===== src/smc_cfg.svh =====
// Constants for the standby mode controller
`ifndef SMC_CFG_SVH
`define SMC_CFG_SVH

`define SMC_ENTRY_DELAY      3'h4
`define SMC_CNT_ONE          3'h1
`define SMC_CNT_ZERO         3'h0
`define SMC_LVL_WAKE         2'h3
`define SMC_MODE_SUBCLK      2'h1
`define SMC_MODE_SUBCR       2'h0
`define SMC_MODE_MAINCR      2'h2
`define SMC_MODE_MAIN        2'h3
`define SMC_BIT_MAIN         1

`endif


===== src/smc_pkg.sv =====
// Types for the standby mode controller
package smc_pkg;
    typedef enum logic [2:0] {
        SMC_RESET_WAIT = 3'b000,
        SMC_RUN        = 3'b001,
        SMC_SLEEP      = 3'b010,
        SMC_STOP       = 3'b011,
        SMC_TIMER      = 3'b100,
        SMC_WATCH      = 3'b101,
        SMC_OSC_WAIT   = 3'b110
    } smc_state_t;

    typedef enum logic [1:0] {
        SMC_REQ_NONE  = 2'b00,
        SMC_REQ_SLEEP = 2'b01,
        SMC_REQ_STOP  = 2'b10,
        SMC_REQ_WATCH = 2'b11
    } smc_req_t;
endpackage : smc_pkg


===== src/smc_wake_detect.sv =====
// Wake and entry-suppression detector for pending interrupt requests
`timescale 1ns/1ps
module smc_wake_detect (
    input  wire logic        clk_sys,
    input  wire logic        rst_b,
    input  wire logic [7:0]  irq_pending,
    input  wire logic [15:0] irq_level,
    input  wire logic        ext_irq,
    output logic             high_irq_ff,
    output logic             ext_irq_ff
);
    `include "smc_cfg.svh"

    typedef struct packed {
        logic high_irq;
        logic ext_irq;
    } smc_wd_st_t;

    smc_wd_st_t st_ff;
    smc_wd_st_t nxt_st;

    // A request counts only if its level is at or above the wake level
    function automatic logic smc_any_high(input logic [7:0] pend, input logic [15:0] lvl);
        logic hit;
        hit = 1'b0;
        for (int i = 0; i < 8; i++) begin
            if (pend[i] && (lvl[2*i +: 2] >= `SMC_LVL_WAKE)) begin
                hit = 1'b1;
            end
        end
        return hit;
    endfunction : smc_any_high

    always_comb begin
        nxt_st          = st_ff;
        nxt_st.high_irq = smc_any_high(irq_pending, irq_level) | ext_irq;
        nxt_st.ext_irq  = ext_irq;
    end

    always_ff @(posedge clk_sys) begin
        if (!rst_b) begin
            st_ff <= '0;
        end else begin
            st_ff <= nxt_st;
        end
    end

    assign high_irq_ff = st_ff.high_irq;
    assign ext_irq_ff  = st_ff.ext_irq;
endmodule : smc_wake_detect


===== src/standby_mode_controller.sv =====
// Standby mode controller: entry, wake and pin state in low-power modes
// Notes on behaviour
// - Four standby states entered from request bits
// - Interrupt or reset ends standby, oscillator wait
// - Reset wake resumes in main CR mode
// - Interrupt wake keeps prior clock mode
// - Pin bit selects hold or float deep
// - Zero holds pins, one floats them
// - No entry while high-level or external interrupt pending
// - Pending high interrupt discards request permanently
// - Suppression ignores CPU interrupt masks
// - Entry four cycles after the write
// - Instruction in progress suspended, then resumed
// - High-level interrupt wakes sleep, timer-only and watch regardless of masks
// - Service if accepted else continue next
// - Reset waits both CR stabilization times
// - Sleep bit enters sleep, interrupt ends
// - Sleep stops CPU and watchdog clocks
// - Standby watchdog keeps sub-CR running
// - Stop bit enters stop, external wake
// - Watch bit in main modes gives timer-only
// - Watch bit in sub modes gives watch
// - Monitor field selects timer-only or watch
// - Stop halts main oscillator, sub-CR unless standby watchdog; external logic stays
`timescale 1ns/1ps
module standby_mode_controller (
    input  wire logic        clk_sys,
    input  wire logic        rst_b,
    input  wire logic        sleep_request_wr,
    input  wire logic        stop_request_wr,
    input  wire logic        watch_request_wr,
    input  wire logic        pin_hold_select,
    input  wire logic [1:0]  clock_mode_monitor,
    input  wire logic [7:0]  irq_pending,
    input  wire logic [15:0] irq_level,
    input  wire logic        ext_irq,
    input  wire logic        interrupt_enable_flag,
    input  wire logic [1:0]  interrupt_level_mask,
    input  wire logic [1:0]  accepted_irq_level,
    input  wire logic        instr_busy,
    input  wire logic        nvr_wdt_standby_en,
    input  wire logic        maincr_stable,
    input  wire logic        subcr_stable,
    input  wire logic        osc_stable,
    output logic             sleep_request,
    output logic             stop_request,
    output logic             watch_request,
    output logic             cpu_clk_en,
    output logic             wdt_clk_en,
    output logic             periph_clk_en,
    output logic             main_osc_en,
    output logic             subcr_osc_en,
    output logic             hw_wdt_run,
    output logic             pin_hold,
    output logic             pin_float,
    output logic             force_maincr,
    output logic             restore_clk_mode,
    output logic [1:0]       saved_clk_mode,
    output logic             instr_suspended,
    output logic             irq_service,
    output logic             in_standby
);
    `include "smc_cfg.svh"

    typedef struct packed {
        smc_pkg::smc_state_t state;
        smc_pkg::smc_req_t   req;
        logic [2:0]          cnt;
        logic                sleep_rq;
        logic                stop_rq;
        logic                watch_rq;
        logic [1:0]          mode;
        logic                reset_wake;
        logic                suspended;
        logic                service;
        logic                cpu_en;
        logic                wdt_en;
        logic                per_en;
        logic                mosc_en;
        logic                scr_en;
        logic                wdt_run;
        logic                hold;
        logic                flt;
        logic                force_cr;
        logic                restore;
        logic                stby;
    } smc_st_t;

    smc_st_t st_ff;
    smc_st_t nxt_st;
    logic    high_irq_ff;
    logic    ext_irq_ff;

    smc_wake_detect u_wake (
        .clk_sys     (clk_sys),
        .rst_b       (rst_b),
        .irq_pending (irq_pending),
        .irq_level   (irq_level),
        .ext_irq     (ext_irq),
        .high_irq_ff (high_irq_ff),
        .ext_irq_ff  (ext_irq_ff)
    );

    // Deep states are stop, timer-only and watch
    function automatic logic smc_is_deep(input smc_pkg::smc_state_t s);
        return (s == smc_pkg::SMC_STOP) || (s == smc_pkg::SMC_TIMER) ||
               (s == smc_pkg::SMC_WATCH);
    endfunction : smc_is_deep

    // CPU accepts the interrupt when enabled and level beats the mask
    function automatic logic smc_cpu_accepts(input logic ie, input logic [1:0] msk,
                                             input logic [1:0] lvl);
        return ie && (lvl < msk);
    endfunction : smc_cpu_accepts

    always_comb begin
        nxt_st          = st_ff;
        nxt_st.restore  = 1'b0;
        nxt_st.service  = 1'b0;
        nxt_st.force_cr = 1'b0;
        unique case (st_ff.state)
            smc_pkg::SMC_RESET_WAIT: begin
                nxt_st.force_cr = 1'b1;
                if (maincr_stable && subcr_stable) begin
                    nxt_st.state  = smc_pkg::SMC_RUN;
                    nxt_st.cpu_en = 1'b1;
                    nxt_st.wdt_en = 1'b1;
                end
            end
            smc_pkg::SMC_RUN: begin
                if (st_ff.req == smc_pkg::SMC_REQ_NONE) begin
                    if (sleep_request_wr || stop_request_wr || watch_request_wr) begin
                        if (high_irq_ff) begin
                            nxt_st.req = smc_pkg::SMC_REQ_NONE;
                        end else begin
                            nxt_st.cnt      = `SMC_ENTRY_DELAY - `SMC_CNT_ONE;
                            nxt_st.sleep_rq = sleep_request_wr;
                            nxt_st.stop_rq  = stop_request_wr;
                            nxt_st.watch_rq = watch_request_wr;
                            nxt_st.mode     = clock_mode_monitor;
                            if (stop_request_wr) begin
                                nxt_st.req = smc_pkg::SMC_REQ_STOP;
                            end else if (watch_request_wr) begin
                                nxt_st.req = smc_pkg::SMC_REQ_WATCH;
                            end else begin
                                nxt_st.req = smc_pkg::SMC_REQ_SLEEP;
                            end
                        end
                    end
                end else if (high_irq_ff) begin
                    nxt_st.req      = smc_pkg::SMC_REQ_NONE;
                    nxt_st.sleep_rq = 1'b0;
                    nxt_st.stop_rq  = 1'b0;
                    nxt_st.watch_rq = 1'b0;
                end else if (st_ff.cnt != `SMC_CNT_ONE) begin
                    nxt_st.cnt = st_ff.cnt - `SMC_CNT_ONE;
                end else begin
                    nxt_st.req       = smc_pkg::SMC_REQ_NONE;
                    nxt_st.cnt       = `SMC_CNT_ZERO;
                    nxt_st.stby      = 1'b1;
                    nxt_st.cpu_en    = 1'b0;
                    nxt_st.wdt_en    = 1'b0;
                    nxt_st.suspended = instr_busy;
                    nxt_st.wdt_run   = nvr_wdt_standby_en;
                    nxt_st.scr_en    = nvr_wdt_standby_en;
                    unique case (st_ff.req)
                        smc_pkg::SMC_REQ_SLEEP: begin
                            nxt_st.state  = smc_pkg::SMC_SLEEP;
                            nxt_st.per_en = 1'b1;
                        end
                        smc_pkg::SMC_REQ_STOP: begin
                            nxt_st.state   = smc_pkg::SMC_STOP;
                            nxt_st.per_en  = 1'b0;
                            nxt_st.mosc_en = 1'b0;
                        end
                        default: begin
                            nxt_st.per_en = 1'b0;
                            if (st_ff.mode[`SMC_BIT_MAIN]) begin
                                nxt_st.state = smc_pkg::SMC_TIMER;
                            end else begin
                                nxt_st.state   = smc_pkg::SMC_WATCH;
                                nxt_st.mosc_en = 1'b0;
                            end
                        end
                    endcase
                    nxt_st.hold = (st_ff.req != smc_pkg::SMC_REQ_SLEEP) && !pin_hold_select;
                    nxt_st.flt  = (st_ff.req != smc_pkg::SMC_REQ_SLEEP) && pin_hold_select;
                end
            end
            smc_pkg::SMC_SLEEP, smc_pkg::SMC_TIMER, smc_pkg::SMC_WATCH: begin
                if (high_irq_ff) begin
                    nxt_st.state = smc_pkg::SMC_OSC_WAIT;
                end
            end
            smc_pkg::SMC_STOP: begin
                if (ext_irq_ff) begin
                    nxt_st.state   = smc_pkg::SMC_OSC_WAIT;
                    nxt_st.mosc_en = 1'b1;
                end
            end
            smc_pkg::SMC_OSC_WAIT: begin
                nxt_st.mosc_en = 1'b1;
                if (osc_stable) begin
                    nxt_st.state     = smc_pkg::SMC_RUN;
                    nxt_st.stby      = 1'b0;
                    nxt_st.cpu_en    = 1'b1;
                    nxt_st.wdt_en    = 1'b1;
                    nxt_st.per_en    = 1'b1;
                    nxt_st.scr_en    = 1'b1;
                    nxt_st.wdt_run   = 1'b0;
                    nxt_st.hold      = 1'b0;
                    nxt_st.flt       = 1'b0;
                    nxt_st.restore   = 1'b1;
                    nxt_st.suspended = 1'b0;
                    nxt_st.sleep_rq  = 1'b0;
                    nxt_st.stop_rq   = 1'b0;
                    nxt_st.watch_rq  = 1'b0;
                    nxt_st.service   = smc_cpu_accepts(interrupt_enable_flag,
                                           interrupt_level_mask, accepted_irq_level);
                end
            end
            default: begin
                nxt_st.state = smc_pkg::SMC_RESET_WAIT;
            end
        endcase
    end

    always_ff @(posedge clk_sys) begin
        if (!rst_b) begin
            st_ff          <= '0;
            st_ff.state    <= smc_pkg::SMC_RESET_WAIT;
            st_ff.per_en   <= 1'b1;
            st_ff.mosc_en  <= 1'b1;
            st_ff.scr_en   <= 1'b1;
            st_ff.force_cr <= 1'b1;
            st_ff.mode     <= `SMC_MODE_MAINCR;
        end else begin
            st_ff <= nxt_st;
        end
    end

    assign sleep_request    = st_ff.sleep_rq;
    assign stop_request     = st_ff.stop_rq;
    assign watch_request    = st_ff.watch_rq;
    assign cpu_clk_en       = st_ff.cpu_en;
    assign wdt_clk_en       = st_ff.wdt_en;
    assign periph_clk_en    = st_ff.per_en;
    assign main_osc_en      = st_ff.mosc_en;
    assign subcr_osc_en     = st_ff.scr_en;
    assign hw_wdt_run       = st_ff.wdt_run;
    assign pin_hold         = st_ff.hold;
    assign pin_float        = st_ff.flt;
    assign force_maincr     = st_ff.force_cr;
    assign restore_clk_mode = st_ff.restore;
    assign saved_clk_mode   = st_ff.mode;
    assign instr_suspended  = st_ff.suspended;
    assign irq_service      = st_ff.service;
    assign in_standby       = st_ff.stby;
endmodule : standby_mode_controller


===== config.mk =====
export PLATFORM = sky130hd
export DESIGN_NAME = standby_mode_controller
export DESIGN_NICKNAME = d
export VERILOG_FILES = /design/src/smc_pkg.sv /design/src/smc_wake_detect.sv /design/src/standby_mode_controller.sv
export VERILOG_INCLUDE_DIRS = /design/src
export SDC_FILE = /design/constraint.sdc
export NUM_CORES = 1
export LEC_CHECK = 0
export BUFFER_PORTS_ARGS = -buffer_cell sky130_fd_sc_hd__clkbuf_2
export CORE_MARGIN = 4
export CORE_UTILIZATION = 45
export DETAILED_ROUTE_END_ITERATION = 12
export GPL_TIMING_DRIVEN = 0
export PLACE_DENSITY = 0.76
export SYNTH_ARGS = -nofsm -noshare
export SYNTH_HDL_FRONTEND = slang
export SYNTH_SLANG_ARGS = --single-unit

===== constraint.sdc =====
create_clock -name clk_sys -period 2.3 [get_ports clk_sys]
set_input_delay 0.23 -clock clk_sys [delete_from_list [all_inputs] [get_ports clk_sys]]
set_output_delay 0.23 -clock clk_sys [all_outputs]
set_load 0.1 [all_outputs]

==> results of run 1 <==
[metal layers]
metal	part of all wire, %	wire [um]
met1	44	1470
met2	45	1500
met3	9.3	310
met4	1.4	46
met5	0	0
[through the flow]
stage / hold WS [ns] / instances / power [mW] / setup WS, ns
CTS: 0.107 / 274 / 0.997 / 0.142
floorplan: 0.357 / 166 / 0.712 / 0.277
global route: 0.127 / 274 / 1.04 / 0.0423
global placement: 0.449 / 270 / 0.787 / 0.187
finish: 0.111 / 274 / 0.986 / 0.163
detailed placement: 0.459 / 270 / 0.789 / 0.159
[Yosys cell counts, types with 2 or more instances]
library cell | instances | area, um^2
nand3_1 | 11 | 55.1
nor2_1 | 7 | 26.3
o21ai_0 | 6 | 30.0
o31ai_1 | 4 | 30.0
inv_1 | 11 | 41.3
mux2i_1 | 6 | 60.1
and3_1 | 3 | 18.8
or4_1 | 2 | 15.0
nor3b_1 | 2 | 15.0
nand4_1 | 2 | 12.5
nor2b_1 | 7 | 43.8
clkbuf_1 | 5 | 18.8
buf_4 | 3 | 22.5
a22oi_1 | 2 | 15.0
dfxtp_1 | 27 | 541
ha_1 | 6 | 75.1
o211a_1 | 2 | 20.0
a21boi_0 | 4 | 30.0
nand2b_1 | 2 | 12.5
and2_1 | 2 | 12.5
a21oi_1 | 7 | 35.0
or3b_2 | 3 | 26.3
o2111ai_1 | 3 | 26.3
o211ai_1 | 2 | 15.0
nand2_1 | 15 | 56.3
[worst max-delay path: cells and delay by family, from the launching register on]
| family | cells | cell delay [ns] |
|---|---|---|
| adders and majority gates | 1 | 0.20 |
| and+or+nand+nor | 3 | 1.11 |
| AOI/OAI and AO/OA | 1 | 0.10 |
| DFF | 1 | 0.39 |
| buffers and inverters | 2 | 0.21 |
[layout make-up]
type | count | area [um^2] | area share (%)
inverters | 11 | 41.3 | 2.22
multi-input cells | 119 | 846 | 45.4
repair buffers | 60 | 300 | 16.1
clock inverters | 1 | 5.00 | 0.269
well taps | 44 | 55.1 | 2.95
plain buffers | 9 | 52.6 | 2.82
clock buffers | 3 | 22.5 | 1.21
flip-flops and latches | 27 | 541 | 29.0
[path summary, 6_finish.rpt]
kind,startpoint,to,slack [ns],depth (start not counted)
worst max-delay path,st_ff[22]$_SDFFE_PN0P_,main_osc_en$_SDFFE_PN1P_,0.16,7
worst min-delay path,ext_irq,u_wake.ext_irq_ff$_SDFF_PN0_,0.11,2
worst max register to register,st_ff[22]$_SDFFE_PN0P_,main_osc_en$_SDFFE_PN1P_,0.16,7
worst min register to register,watch_request$_SDFFE_PN0P_,watch_request$_SDFFE_PN0P_,0.47,2
[cells by family after synthesis]
| logic type | synth area share, % |
|---|---|
| adder cells (fa/ha/maj) | 5.07 |
| multiplexers | 4.06 |
| flip-flops | 36.5 |
| AO/OA/AOI/OAI | 19.9 |
| AND/OR/NAND/NOR | 28.1 |
| buffers and inverters | 6.34 |
[report_power, final]
part	switching [mW]	total, mW	internal, mW	leakage, nW
clock	0.142	0.207	0.0655	0.0177
sequential	0.0206	0.509	0.488	0.219
combinational	0.169	0.270	0.101	0.635
total	0.332	0.986	0.655	0.873
==> reports/qor.yml, run 1 <==
die:
  dieHeight_um: 65.4
  row_count: 20
  die_w_um: 65.4
  fp.dieArea_um2: 4270
  start_util_pct: 47.7
  ios: 61
  core_area_um2: 3100
global_route:
  grt.total_usage_pct: 16.8
  grt_max_degree: 16
  grt_pass1_vias: 1366
  antenna_found_initial: 0
  gr-total-overflow: 0
  grtUsageMet1_pct: 21.0
  grt_pass1_wl_mm: 5.77
  use_met3_pct: 3.08
  grt_use_met2_pct: 28.8
  grt.busiest_layer: "met2"
finish:
  diodes: 0
  syn2layout_area_growth_pct: 25.9
  final_cell_mix: "clkbuf_2, dfxtp_1, nand2_1, inv_1, nand3_1"
  final_common_cell: "clkbuf_2"
  fin_area_um2: 1860
  drive_gt1_share_pct: 34.3
  top_register: "st_ff"
  fin_util_pct: 60.0
  nets: 280
  fillers: 309
  largest_register_ffs: 8
synth:
  synth_area_um2: 1480
  syn_avg_cell_area_um2: 8.92
  syn-num-nets: 215
  seq_area_frac_synth_pct: 36.5
  synth-seq-cells: 27
  yosysWarningCount: 0
  async_flop_share_pct: 0
  synthFlopType: "dfxtp_1"
  synth_edf_count: 0
  synthCells: 166
  synth_cell_types: 47
hold_path:
  worstHoldPathType: "in -> reg"
worst_setup_path:
  cp.arrival_ns: 2.34
  worstSetupStartpointType: "register"
  worst-path-max-fanout: 10
  critical_path_class: "reg -> reg"
  required_ns: 2.50
  cp_slowest_cell: "or4b_4"
  cp_cell_sequence: "inv_1 -> ha_1 -> buf_6 -> or4b_4 -> or4_1 -> nand3_1 -> o2111ai_1"
  worst_setup_path_end_kind: "register"
  slowest_delay_ns: 0.53
routing:
  wl_per_cell_um: 12.1
  dr.pass1.iters: 4
  num_vias: 1462
  drc: 0
  antenna_left: 0
  wl_mm: 3.32
  drt_iter0_markers: 48
  vias_per_cell: 5.34
place:
  gp_congestion: 0.869
  place_hpwl_mm: 2.71
  io_buffers: 60
  dpl_cell_area_um2: 1840
cts:
  holdBufCountCts: 0
  cts_setup_buffers: 0
  cts_tree: "yes"
  clk_pin_slew_ns: 0.14
  cts_made_buffers: 3
  clk_latency_ns: 0.33
  clock_path_buffers: 2
  cts.sinks: 27
  post_cts_resized: 0
  cts_htree_levels: 1
  ctsRootBufferMaster: "clkbuf_4"
sta:
  finalHoldViolations: 0
  finClkSkew_ns: 0.00405
  setup_viol: 0
  rsz0062_at_grt: "false"
  worst_pin_slew_ns: 0.546
  fmax_ghz: 0.468
  relSlewSlack_pct: 63.8
  post-route-period-util_pct: 92.9
  maxSlewViolCount: 0
  tns_ns: 0
  min_period_ns: 2.14
job:
  drv_cap: 0
pwr:
  p_leak_nw: 0.873
  irDropWorstVdd_mv: 0.228
  powerDensity_nw_per_um2: 529
run_status:
  outcome: "finished, final reports clean"
Note: power is estimated with default switching activity, not from simulation.
==> run 2, diff against run 1 <==
--- a/config.mk
+++ b/config.mk
@@ -8,10 +8,10 @@
 export LEC_CHECK = 0
 export BUFFER_PORTS_ARGS = -buffer_cell sky130_fd_sc_hd__clkbuf_2
 export CORE_MARGIN = 4
-export CORE_UTILIZATION = 45
+export CORE_UTILIZATION = 40
 export DETAILED_ROUTE_END_ITERATION = 12
 export GPL_TIMING_DRIVEN = 0
-export PLACE_DENSITY = 0.76
+export PLACE_DENSITY = 0.68
 export SYNTH_ARGS = -nofsm -noshare
 export SYNTH_HDL_FRONTEND = slang
 export SYNTH_SLANG_ARGS = --single-unit
==> reports/qor.yml, run 2 (synthesis gave the netlist of run 1 again) <==
routing:
  antenna_left: 0
  wl_mm: 3.48
  num_vias: 1441
  drt_iter0_markers: 78
  vias_per_cell: 5.22
  drc: 0
  wl_per_cell_um: 12.6
  dr.pass1.iters: 4
finish:
  final_common_cell: "clkbuf_2"
  nets: 280
  fin_util_pct: 54.7
  fillers: 344
  largest_register_ffs: 8
  syn2layout_area_growth_pct: 27.3
  diodes: 0
  final_cell_mix: "clkbuf_2, dfxtp_1, nand2_1, inv_1, nand3_1"
  top_register: "st_ff"
  drive_gt1_share_pct: 34.3
worst_setup_path:
  required_ns: 2.42
  slowest_delay_ns: 0.53
  worst_setup_path_end_kind: "register"
  worstSetupStartpointType: "register"
  critical_path_class: "reg -> reg"
  cp_cell_sequence: "inv_1 -> ha_1 -> buf_6 -> or4b_4 -> or4_1 -> nand3_1 -> o2111ai_1"
  worst-path-max-fanout: 10
  timing.reg2reg.setup_slack_ns: 0.14
  cp_slowest_cell: "or4b_4"
  cp.arrival_ns: 2.29
sta:
  finClkSkew_ns: 0.00272
  post-route-period-util_pct: 94.0
  worst_pin_slew_ns: 0.544
  rsz0062_at_grt: "false"
  setup_viol: 0
  tns_ns: 0
  finalHoldViolations: 0
  relSlewSlack_pct: 63.9
  fmax_ghz: 0.463
  min_period_ns: 2.16
  maxSlewViolCount: 0
place:
  place_hpwl_mm: 2.87
  io_buffers: 60
  gp_congestion: 0.789
cts:
  cts_htree_levels: 1
  post_cts_resized: 0
  clk_pin_slew_ns: 0.09
  cts_tree: "yes"
  holdBufCountCts: 0
  cts.sinks: 27
  clk_latency_ns: 0.27
  ctsRootBufferMaster: "clkbuf_8"
  clock_path_buffers: 2
  cts_made_buffers: 3
  cts_setup_buffers: 0
job:
  drv_cap: 0
global_route:
  grt.total_usage_pct: 16.1
  grt_pass1_vias: 1365
  gr-total-overflow: 0
  grt_pass1_wl_mm: 5.85
  grt_max_degree: 16
  antenna_found_initial: 0
die:
  row_count: 21
  start_util_pct: 43.0
  core_area_um2: 3440
  die_w_um: 68.8
  fp.dieArea_um2: 4740
  ios: 61
  dieHeight_um: 68.8
run_status:
  outcome: "finished, final reports clean"
hold_path:
  worstHoldPathType: "in -> reg"
pwr:
  power_mw: 1.04
  irDropWorstVdd_mv: 0.262
  p_leak_nw: 0.880
  powerDensity_nw_per_um2: 554
==> run 2: cell types whose count changed in the layout (fill, tap and decap cells not counted) <==
cell	delta
clkbuf_4	-3
clkbuf_8	+3
==> run 2: layer usage <==
layer / global-route usage (%) / wire length (um)
met4: 5.11 / 39
met2: 28.0 / 1600
met5: 0 / 0
met3: 2.11 / 252
met1: 20.5 / 1590
==> run 2: worst paths after layout <==
path	start	to	cells past startpoint
max	st_ff[22]$_SDFFE_PN0P_	main_osc_en$_SDFFE_PN1P_	7
min	ext_irq	u_wake.ext_irq_ff$_SDFF_PN0_	2
max reg2reg	st_ff[22]$_SDFFE_PN0P_	main_osc_en$_SDFFE_PN1P_	7
min reg2reg	sleep_request$_SDFFE_PN0P_	sleep_request$_SDFFE_PN0P_	2
==> run 2: critical path: cells and delay by family (launching register included) <==
family,cells,cell delay [ns]
AOI/OAI and AO/OA,1,0.11
adders and majority gates,1,0.21
buffers and inverters,2,0.22
DFF,1,0.37
and+or+nand+nor,3,1.12
==> run 2: cell type report <==
cell class | instances | area (um^2) | area share [%]
clock buffer | 3 | 41.3 | 2.19
tap | 46 | 57.6 | 3.05
inverter | 11 | 41.3 | 2.19
sequential | 27 | 541 | 28.7
clock inverter | 1 | 5.00 | 0.266
buffer | 9 | 52.6 | 2.79
multi-input combinational | 119 | 846 | 44.9
timing repair buffer | 60 | 300 | 15.9
==> run 2: power breakdown <==
group	switching (mW)	internal, mW	total [mW]
clock	0.141	0.121	0.263
combinational	0.171	0.101	0.272
sequential	0.0217	0.487	0.509
total	0.334	0.710	1.04
==> run 2: stage by stage <==
| stage | std cells | setup WS [ns] | hold slack, ns | instance area, um^2 |
|---|---|---|---|---|
| global placement | 272 | 0.188 | 0.452 | 1840 |
| floorplan | 166 | 0.277 | 0.357 | 1480 |
| detailed placement | 272 | 0.148 | 0.455 | 1840 |
| CTS | 276 | 0.133 | 0.172 | 1880 |
| finish | 276 | 0.138 | 0.176 | 1880 |
| global route | 276 | 0.0421 | 0.186 | 1880 |
==> run 3, diff against run 2 <==
--- a/config.mk
+++ b/config.mk
@@ -8,10 +8,10 @@
 export LEC_CHECK = 0
 export BUFFER_PORTS_ARGS = -buffer_cell sky130_fd_sc_hd__clkbuf_2
 export CORE_MARGIN = 4
-export CORE_UTILIZATION = 40
+export CORE_UTILIZATION = 47
 export DETAILED_ROUTE_END_ITERATION = 12
 export GPL_TIMING_DRIVEN = 0
-export PLACE_DENSITY = 0.68
+export PLACE_DENSITY = 0.78
 export SYNTH_ARGS = -nofsm -noshare
 export SYNTH_HDL_FRONTEND = slang
 export SYNTH_SLANG_ARGS = --single-unit
==> reports/qor.yml, run 3 (synthesis gave the netlist of run 1 again) <==
run_status:
  outcome: "finished, final reports clean"
worst_setup_path:
  cp_cell_sequence: "inv_1 -> ha_1 -> buf_6 -> or4b_4 -> or4_1 -> nand3_1 -> o2111ai_1"
  cp_slowest_cell: "or4b_4"
  path_buf_inv: 2
  cp.arrival_ns: 2.33
  worstSetupStartpointType: "register"
  required_ns: 2.50
  crit_family: "simple AND/OR/NAND/NOR gates"
  critical_path_class: "reg -> reg"
  slowest_delay_ns: 0.52
  worst_setup_path_end_kind: "register"
  worst-path-max-fanout: 10
pwr:
  p_leak_nw: 0.870
  combPwrFrac_pct: 27.6
  irDropWorstVdd_mv: 0.201
  p_int_uw: 657
  power_uw: 984
  power_frac_seq_pct: 51.7
  p_clk_share_pct: 20.7
  switching_share_pct: 33.2
  powerDensity_nw_per_um2: 528
  power_switching_uw: 327
cts:
  cts_htree_levels: 1
  clock_path_buffers: 2
  cts_tree: "yes"
  clk_latency_ns: 0.33
  holdBufCountCts: 0
  post_cts_resized: 0
  clk_pin_slew_ns: 0.14
  cts.sinks: 27
  cts_made_buffers: 3
  cts_setup_buffers: 0
  ctsRootBufferMaster: "clkbuf_4"
routing:
  wl_mm: 3.31
  wl_per_cell_um: 12.1
  antenna_left: 0
  vias_per_cell: 5.30
  num_vias: 1453
  drt_iter0_markers: 65
  drc: 0
  dr.pass1.iters: 4
global_route:
  grt.total_usage_pct: 17.2
  grt_pass1_vias: 1371
  antenna_found_initial: 0
  gr-total-overflow: 0
  grt_pass1_wl_mm: 5.76
  grt_max_degree: 15
finish:
  top_register: "st_ff"
  final_cell_mix: "clkbuf_2, dfxtp_1, nand2_1, inv_1, nand3_1"
  final_common_cell: "clkbuf_2"
  fillers: 295
  drive_gt1_share_pct: 33.9
  largest_register_ffs: 8
  nets: 280
  diodes: 0
  syn2layout_area_growth_pct: 25.8
sta:
  worst_pin_slew_ns: 0.547
  fmax_ghz: 0.470
  min_period_ns: 2.13
  hold_ws_ns: 0.105
  post-route-period-util_pct: 92.6
  maxSlewViolCount: 0
  finalHoldViolations: 0
  rsz0062_at_grt: "false"
  finClkSkew_ns: 0.00348
  relSlewSlack_pct: 62.9
  setup_viol: 0
  fin_ws_ns: 0.170
  tns_ns: 0
die:
  row_count: 20
  dieHeight_um: 64.1
  fp.dieArea_um2: 4110
  ios: 61
  die_w_um: 64.1
  start_util_pct: 48.9
  core_area_um2: 3030
place:
  gp_congestion: 0.811
  place_hpwl_mm: 2.70
  io_buffers: 60
  place_ws_ns: 0.159
hold_path:
  worstHoldPathType: "in -> reg"
job:
  drv_cap: 0
run 3: tightest hold or removal path, cell delays in order:
cell and delay, ns:
clkbuf_2 0.07, mux2i_1 0.05, nand2_1 0.06
run 3: final cells by class:
cell class                 instances  area, um^2  share of cell area [%]
multi-input combinational        119         846                    45.4
sequential                        27         541                    29.0
timing repair buffer              60         300                    16.1
tap                               44        55.1                    2.96
buffer                             9        52.6                    2.82
inverter                          11        41.3                    2.22
clock buffer                       4        26.3                    1.41
run 3: through the flow:
| stage | cell area, um^2 | utilization (%) | cells |
|---|---|---|---|
| floorplan | 1480 | - | 166 |
| global route | 1860 | 61.5 | 274 |
| finish | 1860 | 61.5 | 274 |
| detailed placement | 1840 | 60.6 | 270 |
| global placement | 1840 | 60.6 | 270 |
| CTS | 1860 | 61.5 | 274 |
run 3: worst paths after layout:
| check | from | to | slack [ns] | cells past startpoint |
|---|---|---|---|---|
| hold reg to reg | pin_float$_SDFFE_PN0P_ | pin_float$_SDFFE_PN0P_ | 0.47 | 2 |
| setup / recovery | st_ff[22]$_SDFFE_PN0P_ | main_osc_en$_SDFFE_PN1P_ | 0.17 | 7 |
| hold / removal | clock_mode_monitor[1] | saved_clk_mode[1]$_SDFFE_PN1P_ | 0.10 | 3 |
| setup reg to reg | st_ff[22]$_SDFFE_PN0P_ | main_osc_en$_SDFFE_PN1P_ | 0.17 | 7 |
run 3: per-layer routing:
layer / vias up / global-route usage (%) / share of wire [%] / wire length, um
met5: - / 0 / 0 / 0
met4: 0 / 5.54 / 1.3 / 42
met3: 5 / 2.99 / 9.4 / 310
met2: 62 / 29.4 / 46 / 1530
met1: 650 / 21.7 / 43 / 1430
li1: 736 / - / - / -
run 3: power by group through the flow:
stage                     clock [mW]  combinational (mW)  sequential, mW
final                          0.204               0.271           0.508
after global routing           0.230               0.298           0.512
after floorplan                    0               0.154           0.558
after global placement             0               0.269           0.518
after CTS                      0.210               0.272           0.509
after detailed placement           0               0.271           0.519
